[src/agc_pkg.sv]
package agc_pkg;
  // gain codes are signed half-dB steps
  localparam int unsigned AGC_GAIN_W = 8;
  localparam int unsigned AGC_LVL_W = 12;
  localparam int unsigned AGC_TMR_W = 24;
  localparam logic signed [AGC_GAIN_W-1:0] AGC_STEP = 8'sh01;
  localparam logic signed [AGC_GAIN_W-1:0] AGC_GAIN_MIN_COMP = -8'sh38;
  localparam logic signed [AGC_GAIN_W-1:0] AGC_GAIN_MIN_NOCOMP = 8'sh00;
  localparam logic signed [AGC_GAIN_W-1:0] AGC_GAIN_MAX_ABS = 8'sh3c;
  localparam logic signed [AGC_LVL_W-1:0] AGC_PIVOT_LVL = 12'sh014;
  localparam logic [1:0] AGC_RATIO_1 = 2'h0;
  localparam logic [1:0] AGC_RATIO_2 = 2'h1;
  localparam logic [1:0] AGC_RATIO_4 = 2'h2;
  localparam logic [1:0] AGC_RATIO_8 = 2'h3;
  typedef enum logic [1:0] {AGC_OFF, AGC_RUN, AGC_SHUT} agc_state_e;
endpackage : agc_pkg

[src/agc_gain_ctrl.sv]
`timescale 1ns/1ps
module agc_gain_ctrl
  import agc_pkg::*;
#(
  parameter int unsigned TMR_W = AGC_TMR_W
) (
  input wire logic i_clk,
  input wire logic i_resetn,
  input wire logic i_agc_en,
  input wire logic i_shutdown,
  input wire logic i_comp_en,
  input wire logic [1:0] i_comp_ratio,
  input wire logic signed [AGC_GAIN_W-1:0] i_fixed_gain,
  input wire logic signed [AGC_GAIN_W-1:0] i_max_gain,
  input wire logic signed [AGC_LVL_W-1:0] i_limit_lvl,
  input wire logic signed [AGC_LVL_W-1:0] i_gate_lvl,
  input wire logic signed [AGC_LVL_W-1:0] i_env_lvl,
  input wire logic [TMR_W-1:0] i_attack_cyc,
  input wire logic [TMR_W-1:0] i_release_cyc,
  input wire logic [TMR_W-1:0] i_hold_cyc,
  input wire logic i_hold_en,
  output logic signed [AGC_GAIN_W-1:0] o_gain,
  output logic o_gain_dec,
  output logic o_gain_inc,
  output logic o_gated
);

  // ----------------------------------------------------------------
  // elaboration checks
  // ----------------------------------------------------------------
  // a one-bit timer cannot tell a loaded count from an expired one
  if (TMR_W < 2 || TMR_W > 32) begin : g_bad_tmr_w
    $error("agc_gain_ctrl: TMR_W out of range");
  end
  // the level path must be wide enough to carry every gain code
  if (AGC_LVL_W < AGC_GAIN_W) begin : g_bad_lvl_w
    $error("agc_gain_ctrl: level width below gain width");
  end

  // ----------------------------------------------------------------
  // helpers
  // ----------------------------------------------------------------
  function automatic logic signed [AGC_GAIN_W+1:0] ext_gain(
    input logic signed [AGC_GAIN_W-1:0] g);
    ext_gain = {{2{g[AGC_GAIN_W-1]}}, g};
  endfunction : ext_gain

  function automatic logic signed [AGC_LVL_W+1:0] ext_lvl(
    input logic signed [AGC_LVL_W-1:0] l);
    ext_lvl = {{2{l[AGC_LVL_W-1]}}, l};
  endfunction : ext_lvl

  function automatic logic signed [AGC_LVL_W+1:0] gain_to_lvl(
    input logic signed [AGC_GAIN_W-1:0] g);
    gain_to_lvl = {{(AGC_LVL_W+2-AGC_GAIN_W){g[AGC_GAIN_W-1]}}, g};
  endfunction : gain_to_lvl

  // wide clamp keeps a far-off target from wrapping into the gain range
  function automatic logic signed [AGC_GAIN_W-1:0] clamp_lvl(
    input logic signed [AGC_LVL_W+1:0] v,
    input logic signed [AGC_GAIN_W-1:0] lo,
    input logic signed [AGC_GAIN_W-1:0] hi);
    if (v < gain_to_lvl(lo)) begin
      clamp_lvl = lo;
    end else if (v > gain_to_lvl(hi)) begin
      clamp_lvl = hi;
    end else begin
      clamp_lvl = v[AGC_GAIN_W-1:0];
    end
  endfunction : clamp_lvl

  function automatic logic signed [AGC_GAIN_W-1:0] sat_gain(
    input logic signed [AGC_GAIN_W+1:0] g,
    input logic signed [AGC_GAIN_W-1:0] lo,
    input logic signed [AGC_GAIN_W-1:0] hi);
    if (g < ext_gain(lo)) begin
      sat_gain = lo;
    end else if (g > ext_gain(hi)) begin
      sat_gain = hi;
    end else begin
      sat_gain = g[AGC_GAIN_W-1:0];
    end
  endfunction : sat_gain

  // (1 - 1/ratio) * delta, delta in half-dB units
  function automatic logic signed [AGC_LVL_W+1:0] comp_gain(
    input logic [1:0] ratio,
    input logic signed [AGC_LVL_W+1:0] delta);
    unique case (ratio)
      AGC_RATIO_1: comp_gain = '0;
      AGC_RATIO_2: comp_gain = delta >>> 1;
      AGC_RATIO_4: comp_gain = delta - (delta >>> 2);
      AGC_RATIO_8: comp_gain = delta - (delta >>> 3);
    endcase
  endfunction : comp_gain

  // ----------------------------------------------------------------
  // gain limits and target
  // ----------------------------------------------------------------
  logic signed [AGC_GAIN_W-1:0] gain_lo;
  logic signed [AGC_GAIN_W-1:0] gain_hi;
  logic signed [AGC_GAIN_W-1:0] fixed_sat;
  logic signed [AGC_LVL_W+1:0] comp_delta;
  logic signed [AGC_LVL_W+1:0] target_raw;
  logic signed [AGC_GAIN_W-1:0] target_gain;
  logic signed [AGC_LVL_W+1:0] out_lvl;
  logic over_limit;
  logic below_target;
  logic above_target;

  assign gain_lo = i_comp_en ? AGC_GAIN_MIN_COMP : AGC_GAIN_MIN_NOCOMP;
  // the maximum can only shrink the absolute span, never stretch it
  assign gain_hi = (i_max_gain < AGC_GAIN_MAX_ABS) ? i_max_gain : AGC_GAIN_MAX_ABS;
  assign fixed_sat = sat_gain(ext_gain(i_fixed_gain), gain_lo, gain_hi);

  // rotation about the pivot; fixed gain only offsets output
  assign comp_delta = comp_gain(i_comp_ratio, ext_lvl(AGC_PIVOT_LVL) - ext_lvl(i_env_lvl));
  assign target_raw = gain_to_lvl(fixed_sat) + comp_delta;
  // low-input end of compression clips at the maximum gain
  assign target_gain = clamp_lvl(target_raw, gain_lo, gain_hi);

  // output level with present gain, compared to the limiter
  assign out_lvl = ext_lvl(i_env_lvl) + gain_to_lvl(o_gain);
  assign over_limit = out_lvl > ext_lvl(i_limit_lvl);
  assign above_target = over_limit || (o_gain > target_gain);
  assign below_target = !over_limit && (o_gain < target_gain)
    && (out_lvl + 14'sh1 <= ext_lvl(i_limit_lvl));
  assign o_gated = i_env_lvl < i_gate_lvl;

  // ----------------------------------------------------------------
  // mode
  // ----------------------------------------------------------------
  agc_state_e state_ff;
  agc_state_e nxt_state;

  always_comb begin
    if (i_shutdown) begin
      nxt_state = AGC_SHUT;
    end else if (!i_agc_en) begin
      nxt_state = AGC_OFF;
    end else begin
      nxt_state = AGC_RUN;
    end
  end

  always_ff @(posedge i_clk) begin
    if (!i_resetn) begin
      state_ff <= AGC_OFF;
    end else begin
      state_ff <= nxt_state;
    end
  end

  // ----------------------------------------------------------------
  // timers: attack counts down from its setting, release counts up from zero, after every gain change
  // ----------------------------------------------------------------
  logic [TMR_W-1:0] atk_ff;
  logic [TMR_W-1:0] rel_ff;
  logic last_dec_ff;
  logic armed_ff;
  logic do_dec;
  logic do_inc;
  logic running;
  logic [TMR_W-1:0] up_wait;
  logic [TMR_W-1:0] rel_elapsed;
  logic [TMR_W-1:0] nxt_atk;
  logic [TMR_W-1:0] nxt_rel;
  logic signed [AGC_GAIN_W-1:0] nxt_gain;

  assign running = (state_ff == AGC_RUN) && (nxt_state == AGC_RUN);
  // hold stands in for release once, after a decrease, if longer
  assign up_wait = (last_dec_ff && i_hold_en && (i_hold_cyc > i_release_cyc))
    ? i_hold_cyc : i_release_cyc;
  assign rel_elapsed = rel_ff;

  // first excursion goes straight down when no attack is pending
  assign do_dec = running && !o_gated && above_target && (o_gain > gain_lo)
    && (atk_ff == '0 || !armed_ff);
  assign do_inc = running && !o_gated && !do_dec && below_target && (o_gain < gain_hi)
    && (rel_elapsed >= up_wait);

  always_comb begin
    nxt_atk = atk_ff;
    if (!running) begin
      nxt_atk = '0;
    end else if (do_dec || do_inc) begin
      nxt_atk = i_attack_cyc;
    end else if (atk_ff != '0) begin
      nxt_atk = atk_ff - 1'b1;
    end
  end

  always_comb begin
    nxt_rel = rel_ff;
    if (!running) begin
      nxt_rel = '0;
    end else if (do_dec || do_inc) begin
      nxt_rel = '0;
    end else if (rel_ff != '1) begin
      // saturating count so long idle never wraps into a short wait
      nxt_rel = rel_ff + 1'b1;
    end
  end

  always_ff @(posedge i_clk) begin
    if (!i_resetn) begin
      atk_ff <= '0;
    end else begin
      atk_ff <= nxt_atk;
    end
  end

  always_ff @(posedge i_clk) begin
    if (!i_resetn) begin
      rel_ff <= '0;
    end else begin
      rel_ff <= nxt_rel;
    end
  end

  // armed after the first step, so only that one skips the attack wait
  always_ff @(posedge i_clk) begin
    if (!i_resetn || !running) begin
      armed_ff <= 1'b0;
    end else if (do_dec || do_inc) begin
      armed_ff <= 1'b1;
    end
  end

  always_ff @(posedge i_clk) begin
    if (!i_resetn || !running) begin
      last_dec_ff <= 1'b0;
    end else if (do_dec || do_inc) begin
      last_dec_ff <= do_dec;
    end
  end

  // ----------------------------------------------------------------
  // gain register
  // ----------------------------------------------------------------
  always_comb begin
    nxt_gain = o_gain;
    if (!running) begin
      nxt_gain = fixed_sat;
    end else if (do_dec) begin
      nxt_gain = o_gain - AGC_STEP;
    end else if (do_inc) begin
      nxt_gain = o_gain + AGC_STEP;
    end
  end

  always_ff @(posedge i_clk) begin
    if (!i_resetn) begin
      o_gain <= AGC_GAIN_MIN_NOCOMP;
    end else begin
      o_gain <= nxt_gain;
    end
  end

  always_ff @(posedge i_clk) begin
    if (!i_resetn) begin
      o_gain_dec <= 1'b0;
    end else begin
      o_gain_dec <= do_dec;
    end
  end

  always_ff @(posedge i_clk) begin
    if (!i_resetn) begin
      o_gain_inc <= 1'b0;
    end else begin
      o_gain_inc <= do_inc;
    end
  end

endmodule : agc_gain_ctrl

[config.mk]
export PLATFORM = sky130hd
export DESIGN_NAME = agc_gain_ctrl
export DESIGN_NICKNAME = d
export VERILOG_FILES = /design/src/agc_pkg.sv /design/src/agc_gain_ctrl.sv
export SDC_FILE = /design/constraint.sdc
export NUM_CORES = 1
export LEC_CHECK = 0
export BUFFER_PORTS_ARGS = -buffer_cell sky130_fd_sc_hd__buf_4
export CAP_MARGIN = 30
export CORE_ASPECT_RATIO = 0.75
export CORE_MARGIN = 2
export CORE_UTILIZATION = 60
export DETAILED_ROUTE_END_ITERATION = 12
export PLACE_DENSITY = 0.84
export SLEW_MARGIN = 30
export SYNTH_ARGS = -nofsm -noshare
export SYNTH_HDL_FRONTEND = slang
export SYNTH_SLANG_ARGS = --single-unit
[constraint.sdc]
create_clock -name i_clk -period 14.15 [get_ports i_clk]
set_input_delay 2.83 -clock i_clk [delete_from_list [all_inputs] [get_ports i_clk]]
set_output_delay 2.83 -clock i_clk [all_outputs]
set_load 0.03 [all_outputs]
* Word-level counts from Yosys, hierarchy flattened
Cells that the tools add are included.
Widths: inputs -> output; s select.
** Storage, ports and cells
- Flip-flop bits (word level) :: 62
- Bits in latches :: 0
- Memory bits (writable) :: 0
- ROM bits :: 0
- Input bits :: 132
- Memories :: 0
** Cells by class
- Add/subtract/negate cells :: 10
- Multipliers :: 0
- Div/mod/pow operators :: 0
- $lt $le $gt $ge :: 14
- Eq/ne operators :: 7
- Shift-type cells :: 0
- Muxes and demuxes :: 15
- Bitwise logic cells :: 2
- Reductions and logical operators :: 29
** Operators with widths (count)
- $mux 24 :: 3
- $mux 8 :: 9
- $pmux 14 s4 :: 1
- $add 24x1->24 const B :: 1
- $ge 24x24->1 :: 1
- $gt 24x24->1 :: 1
- $gt 8x8->1 :: 3
- $logic_not 24->1 :: 1
- $lt 8x8->1 :: 3
- $ne 24x24->1 const B :: 1
- $reduce_bool 24->1 :: 1
- $sub 24x1->24 const B :: 1
- $add 13x2->14 const B :: 1
- $add 8x14->14 :: 1
- $gt 14x8->1 :: 1
- $le 14x12->1 :: 1
- $lt 14x8->1 :: 1
- $sub 13x10->14 :: 1
- $sub 13x11->14 :: 1
- $add 12x8->13 :: 1
- $gt 13x12->1 :: 1
- $logic_and 1x1->1 :: 13
- $sub 6x12->13 const A :: 1
- $lt 12x12->1 :: 1
- other kinds (15) :: 27

* Depth between registers and ports, before layout
- Depth in word-level cells :: 22
- Gate-level depth with buffers :: 54
- Mapped depth without buffers :: 49

* Worst setup path after synthesis
OpenSTA, ideal clock, no wires.
- Path type :: input -> register
- Start point :: in i_max_gain[7]
- End point :: reg o_gain[7]
- Arrival time :: 12.405 ns
- Data required time :: 14.034 ns
- Slack :: 1.629 ns
- Cell stages on the path :: 53
- Path through :: nor2_1 -> nand2_1 -> ha_1 -> nor2b_1 -> inv_1 -> ha_1 -> nor2b_1 -> o21a_1 -> o21ai_0 -> a211oi_1 -> or2_2 -> clkbuf_1 -> mux2i_1 -> nor2_1 -> fa_1 -> a21o_1 -> a21oi_1 -> o21ai_0 -> (+17 left out) -> o211ai_1 -> a21oi_1 -> o221a_2 -> nor2_1 -> or3b_1 -> buf_2 -> clkinv_2 -> buf_6 -> buf_6 -> ha_1 -> a21o_1 -> a21oi_1 -> o21bai_1 -> a21oi_1 -> o21ai_0 -> nor4b_1 -> o32a_1 -> nand2_1
** On the way
- Longest elaborated chain between the ends :: 20
- Elaborated cells on any way between the ends :: 27
- Classes of those cells :: 1 x add/sub; 7 x order compare; 1 x eq/ne; 7 x mux; 11 x reduce/logical
** Ends and longest elaborated chain
- from (decl) :: RTL line agc_gain_ctrl.sv:14 : input wire logic signed [AGC_GAIN_W-1:0] i_max_gain,
- $lt 8x7->1 :: RTL line agc_gain_ctrl.sv:113 : assign gain_hi = (i_max_gain < AGC_GAIN_MAX_ABS) ? i_max_gain : AGC_GAIN_MAX_ABS;
- $mux 8 * :: RTL line agc_gain_ctrl.sv:113
- $gt 8x8->1 :: RTL line agc_gain_ctrl.sv:78 : end else if (g > ext_gain(hi)) begin
- $mux 8 :: RTL line agc_gain_ctrl.sv:78
- $mux 8 :: RTL line agc_gain_ctrl.sv:76 : if (g < ext_gain(lo)) begin
- $add 8x14->14 :: RTL line agc_gain_ctrl.sv:118 : assign target_raw = gain_to_lvl(fixed_sat) + comp_delta;
- $gt 14x8->1 :: RTL line agc_gain_ctrl.sv:65 : end else if (v > gain_to_lvl(hi)) begin
- $mux 8 :: RTL line agc_gain_ctrl.sv:65
- (+2 left out)
- $logic_or 1x1->1 * :: RTL line agc_gain_ctrl.sv:125 : assign above_target = over_limit || (o_gain > target_gain);
- $logic_and 1x1->1 * (2 in series) :: RTL line agc_gain_ctrl.sv:177 : assign do_dec = running && !o_gated && above_target && (o_gain > gain_lo)
- $logic_and 1x1->1 * :: RTL line agc_gain_ctrl.sv:178 : && (atk_ff == '0 || !armed_ff);
- named net do_dec :: RTL line agc_gain_ctrl.sv:161 : logic do_dec;
- $logic_not 1->1 :: RTL line agc_gain_ctrl.sv:179 : assign do_inc = running && !o_gated && !do_dec && below_target && (o_gain < gain_hi)
- $logic_and 1x1->1 (3 in series) :: RTL line agc_gain_ctrl.sv:179
- $logic_and 1x1->1 :: RTL line agc_gain_ctrl.sv:180 : && (rel_elapsed >= up_wait);
- $ne 3x3->1 (no line)
- to (signal assigned) :: RTL line agc_gain_ctrl.sv:256 : o_gain <= nxt_gain;
- to (decl) :: RTL line agc_gain_ctrl.sv:22 : output logic signed [AGC_GAIN_W-1:0] o_gain,
The timed path passes the listed nets; every way through them passes the cells marked *.
A chain may end at the register's enable or synchronous reset.

* Worst setup path in the final report
- Start point :: in i_max_gain[5]
- End point :: reg o_gain[7]
** On the way
- Longest elaborated chain between the ends :: 20
- Elaborated cells on any way between the ends :: 27
- Classes of those cells :: 1 x add/sub; 7 x order compare; 1 x eq/ne; 7 x mux; 11 x reduce/logical
** Ends and longest elaborated chain
- $lt 8x7->1 :: RTL line agc_gain_ctrl.sv:113
- $mux 8 * :: RTL line agc_gain_ctrl.sv:113
- $gt 8x8->1 :: RTL line agc_gain_ctrl.sv:78
- $mux 8 :: RTL line agc_gain_ctrl.sv:78
- $mux 8 :: RTL line agc_gain_ctrl.sv:76
- $add 8x14->14 :: RTL line agc_gain_ctrl.sv:118
- $gt 14x8->1 :: RTL line agc_gain_ctrl.sv:65
- $mux 8 :: RTL line agc_gain_ctrl.sv:65
- $mux 8 :: RTL line agc_gain_ctrl.sv:63 : if (v < gain_to_lvl(lo)) begin
- $gt 8x8->1 :: RTL line agc_gain_ctrl.sv:125
- $logic_or 1x1->1 :: RTL line agc_gain_ctrl.sv:125
- $logic_and 1x1->1 (2 in series) :: RTL line agc_gain_ctrl.sv:177
- $logic_and 1x1->1 :: RTL line agc_gain_ctrl.sv:178
- $logic_not 1->1 :: RTL line agc_gain_ctrl.sv:179
- $logic_and 1x1->1 (3 in series) :: RTL line agc_gain_ctrl.sv:179
- $logic_and 1x1->1 :: RTL line agc_gain_ctrl.sv:180
- $ne 3x3->1 (no line)
Every way passes the cells marked *; elsewhere a longest branch is shown, timed or not.

==> metrics <==
Setup TNS=0 ns; Yosys warnings=0; sequential fraction of the synthesis area=0.132; DRC viols=0; worst hold slack=between 0.4 and 0.5 ns; per-cell routed wire length=16.1 µm; Setup crit end kind=flop; layout cell share with drive strength beyond 1=0.147; prevailing post-synth register cell=dfxtp_1; Area growth syn-to-layout=16.3%; clock-pin slew on the worst setup and hold paths=about 0.050 ns; P_sw=479 µW; die area=between 15,000 and 20,000 µm²; First DRT Iteration DRCs=519; die height=~110 µm; Post-Synthesis Cells=1,197; drt first pass iters=5; Initial Util=0.614; simple-gate portion of the synthesized area=0.210; combinational share of power=0.639; Crit Reg-Reg Endpoint=o_gain[7]; final setup vio count=0; switch share=0.437; WP data required=~14 ns; VDD IR max=65.5 µV; placed insts=1,519; largest net degree at the start of global routing=36; post-cts repair resize count=0; Synth Area per Inst=~7.8 µm²; Post-Syn Nets=1,517; min cycle time layout=13.28 ns; fmax=75.3 MHz; Clock Latency Late Sink=0.33 ns; CP peak stage delay=0.44 ns; PortBufs=142; Max Slew Vio Count=0; TritonCTS buffer count=9; largest family of logic cells by synthesized area=adder cells; gpl congestion=~0.93; Power Density=100 nW/µm²; final core occ=0.715; Slew @ Worst Pin=0.986 ns; CTS max path bufs=2; vias in the first global route=8,722; Hold EP=last_dec_ff; crit path launch type=primary input; reg2reg start=o_gain[0]; Core ar.=15,300 µm²; CP Max Fanout=35; final hold vios=0; outcome=complete, no violations; Internal Power=just over 600 µW; Finished Layout Cells=around 1,500; Leak Pwr=a little over 5 nW; RSZ-0062 raised after global routing=false; GRT Residual Overflow=0; FP Rows=39; hold depth=2; Ant. Diodes=0; Relative slew margins=0.334; DRT Wirelength=roughly 25,000 µm; Post-CTS Hold Buffers=0; Routed Antenna Nets=0; Synth Area in Adders=0.254; Final Net Count=1,645; initial antenna violation count=0; CP Class=primary input to flop; ys async rst share=0; # IOs=roughly 140; worst min path class=flop to flop; Worst Setup SP=i_max_gain[5]; H-tree depth=3; max_cap viols=0; HPWL Detailed=19,900 µm; Crit path buffers/inverters=3; HP Start=last_dec_ff; post-synthesis mux area share=0.0495; synthesized flop and latch total=62; Post-Synth XOR/XNOR Area=0.0831; Die X=148 µm; WP data arrival=roughly 14 ns; compound-gate portion of the synthesized area=0.219; critical path's slowest cell=ha_1; number of clock sinks=62; worst r2r path cells=26; vias per inst=6.09; Mapped Area=around 9400 µm²; Worst R2R Setup Slack=around 7.2 ns; final worst-path cycle share=0.939; clock skew=0.00910 ns; first-pass GRT wire length=between 40,000 and 50,000 µm; CTS tree=yes; CTS root buf=clkbuf_16; Post-synth EDFFs=0; sequential fraction of design power=0.173; gr usage total=0.292; clock network power share=0.189; Largest delay share family, worst path=compound AO/OA/AOI/OAI gates; post-synthesis cell type count=77; Vias=9,346; Setup Buffers After CTS=0
[sequential cells by signal, indices dropped and copies added (netlist names)]
register,count
rel_elapsed,24
atk_ff,24
o_gain_dec,1
state_ff,2
armed_ff,1
o_gain_inc,1
last_dec_ff,1
o_gain,8
[power groups by stage]
stage	registers, mW	clock network, mW	logic, mW
global placement	0.192	0	0.659
finish	0.189	0.206	0.699
CTS	0.188	0.208	0.687
floorplan	0.192	0	0.507
detailed placement	0.192	0	0.682
global route	0.189	0.216	0.781
[stage by stage]
stage               setup slack (ns)  power [mW]  cell area (µm²)
finish                         0.867        1.09            10900
detailed placement             0.899       0.874            10600
CTS                             1.14        1.08            10900
global route                  0.0842        1.18            10900
global placement                1.27       0.850            10600
floorplan                       1.63       0.700             9380
[worst register-to-register path, cell delays in order (launching register included)]
cell	delay (ns)
dfxtp_1	0.40
ha_1	0.26
fa_1	0.41
a21o_1	0.21
a211o_1	0.31
a2111o_1	0.46
a31o_2	0.27
a21o_1	0.17
a2111oi_0	0.40
a21oi_1	0.15
inv_1	0.09
ha_1	0.15
nand4_1	0.15
a311oi_1	0.23
o311a_1	0.40
nor2_1	0.13
or3b_1	0.43
clkinv_2	0.34
ha_1	0.32
a21o_1	0.17
a21oi_1	0.23
o21bai_1	0.09
a21oi_1	0.22
o21ai_0	0.17
nor4b_1	0.40
o32a_1	0.23
nand2_1	0.06
[area by class of cell]
class                   instances  area, µm²
multi-input cells            1010       7660
fillers                      1237       4360
flip-flops and latches         62       1240
repair buffers                149       1120
inverters                      93        350
well taps                     205        256
clock buffers                   9        225
clock inverters                 7       57.6
[cell usage after synthesis, types with 8 or more instances]
cell type	instances	area share
ha_1	184	0.25
nor2_1	92	0.037
inv_1	91	0.036
a21oi_1	84	0.045
o21ai_0	74	0.039
dfxtp_1	62	0.13
nand2_1	61	0.024
xnor2_1	51	0.048
mux2i_1	43	0.046
nand3_1	39	0.021
nand4_1	39	0.026
xor2_1	38	0.035
a21o_1	28	0.022
nor3_1	28	0.015
nor2b_1	25	0.017
a211oi_1	22	0.018
clkbuf_1	20	0.0080
and3_1	17	0.011
o21a_1	16	0.013
nand2b_1	11	0.0073
a31oi_1	10	0.0067
nor4_1	10	0.0067
a22o_1	9	0.0084
o21bai_1	9	0.0072
a211o_1	8	0.0075
o211ai_1	8	0.0064
or3_1	8	0.0053
[layout by cell type (no fill, tap or decap), types with 6 or more instances in the layout]
master	n
ha_1	184
buf_4	149
nor2_1	92
inv_1	91
a21oi_1	84
o21ai_0	74
dfxtp_1	62
nand2_1	61
xnor2_1	51
mux2i_1	43
nand4_1	39
nand3_1	38
xor2_1	38
a21o_1	28
nor3_1	28
nor2b_1	25
a211oi_1	21
and3_1	17
o21a_1	16
nand2b_1	11
a31oi_1	10
nor4_1	10
a22o_1	9
o21bai_1	9
clkbuf_16	9
o211ai_1	8
a211o_1	8
or3_1	8
o31ai_1	6
or2_2	6
a2111oi_0	6
or4_1	6
[worst max path at each step]
stage,to,cells past startpoint
CTS,o_gain[7],50
detailed placement,o_gain[7],50
global placement,o_gain[7],50
global route,o_gain[7],50
finish,o_gain[7],50
floorplan,o_gain[7],53
[layer usage]
metal / track usage / part of all wire / vias up
met5: 0 / 0 / -
met4: 0.0476 / 0.0099 / 0
met3: 0.0459 / 0.085 / 30
met2: 0.473 / 0.44 / 357
met1: 0.419 / 0.46 / 4273
li1: - / - / 4686
[kinds of logic (layout without fill, tap and decap cells)]
logic type,Yosys count,count (layout)
flip-flops,62,62
adder cells (fa/ha/maj),188,188
XOR/XNOR,89,89
AO/OA/AOI/OAI,314,314
multiplexers,46,46
buffers and inverters,125,258
AND/OR/NAND/NOR,373,373
(Power assumes the default switching activity.)
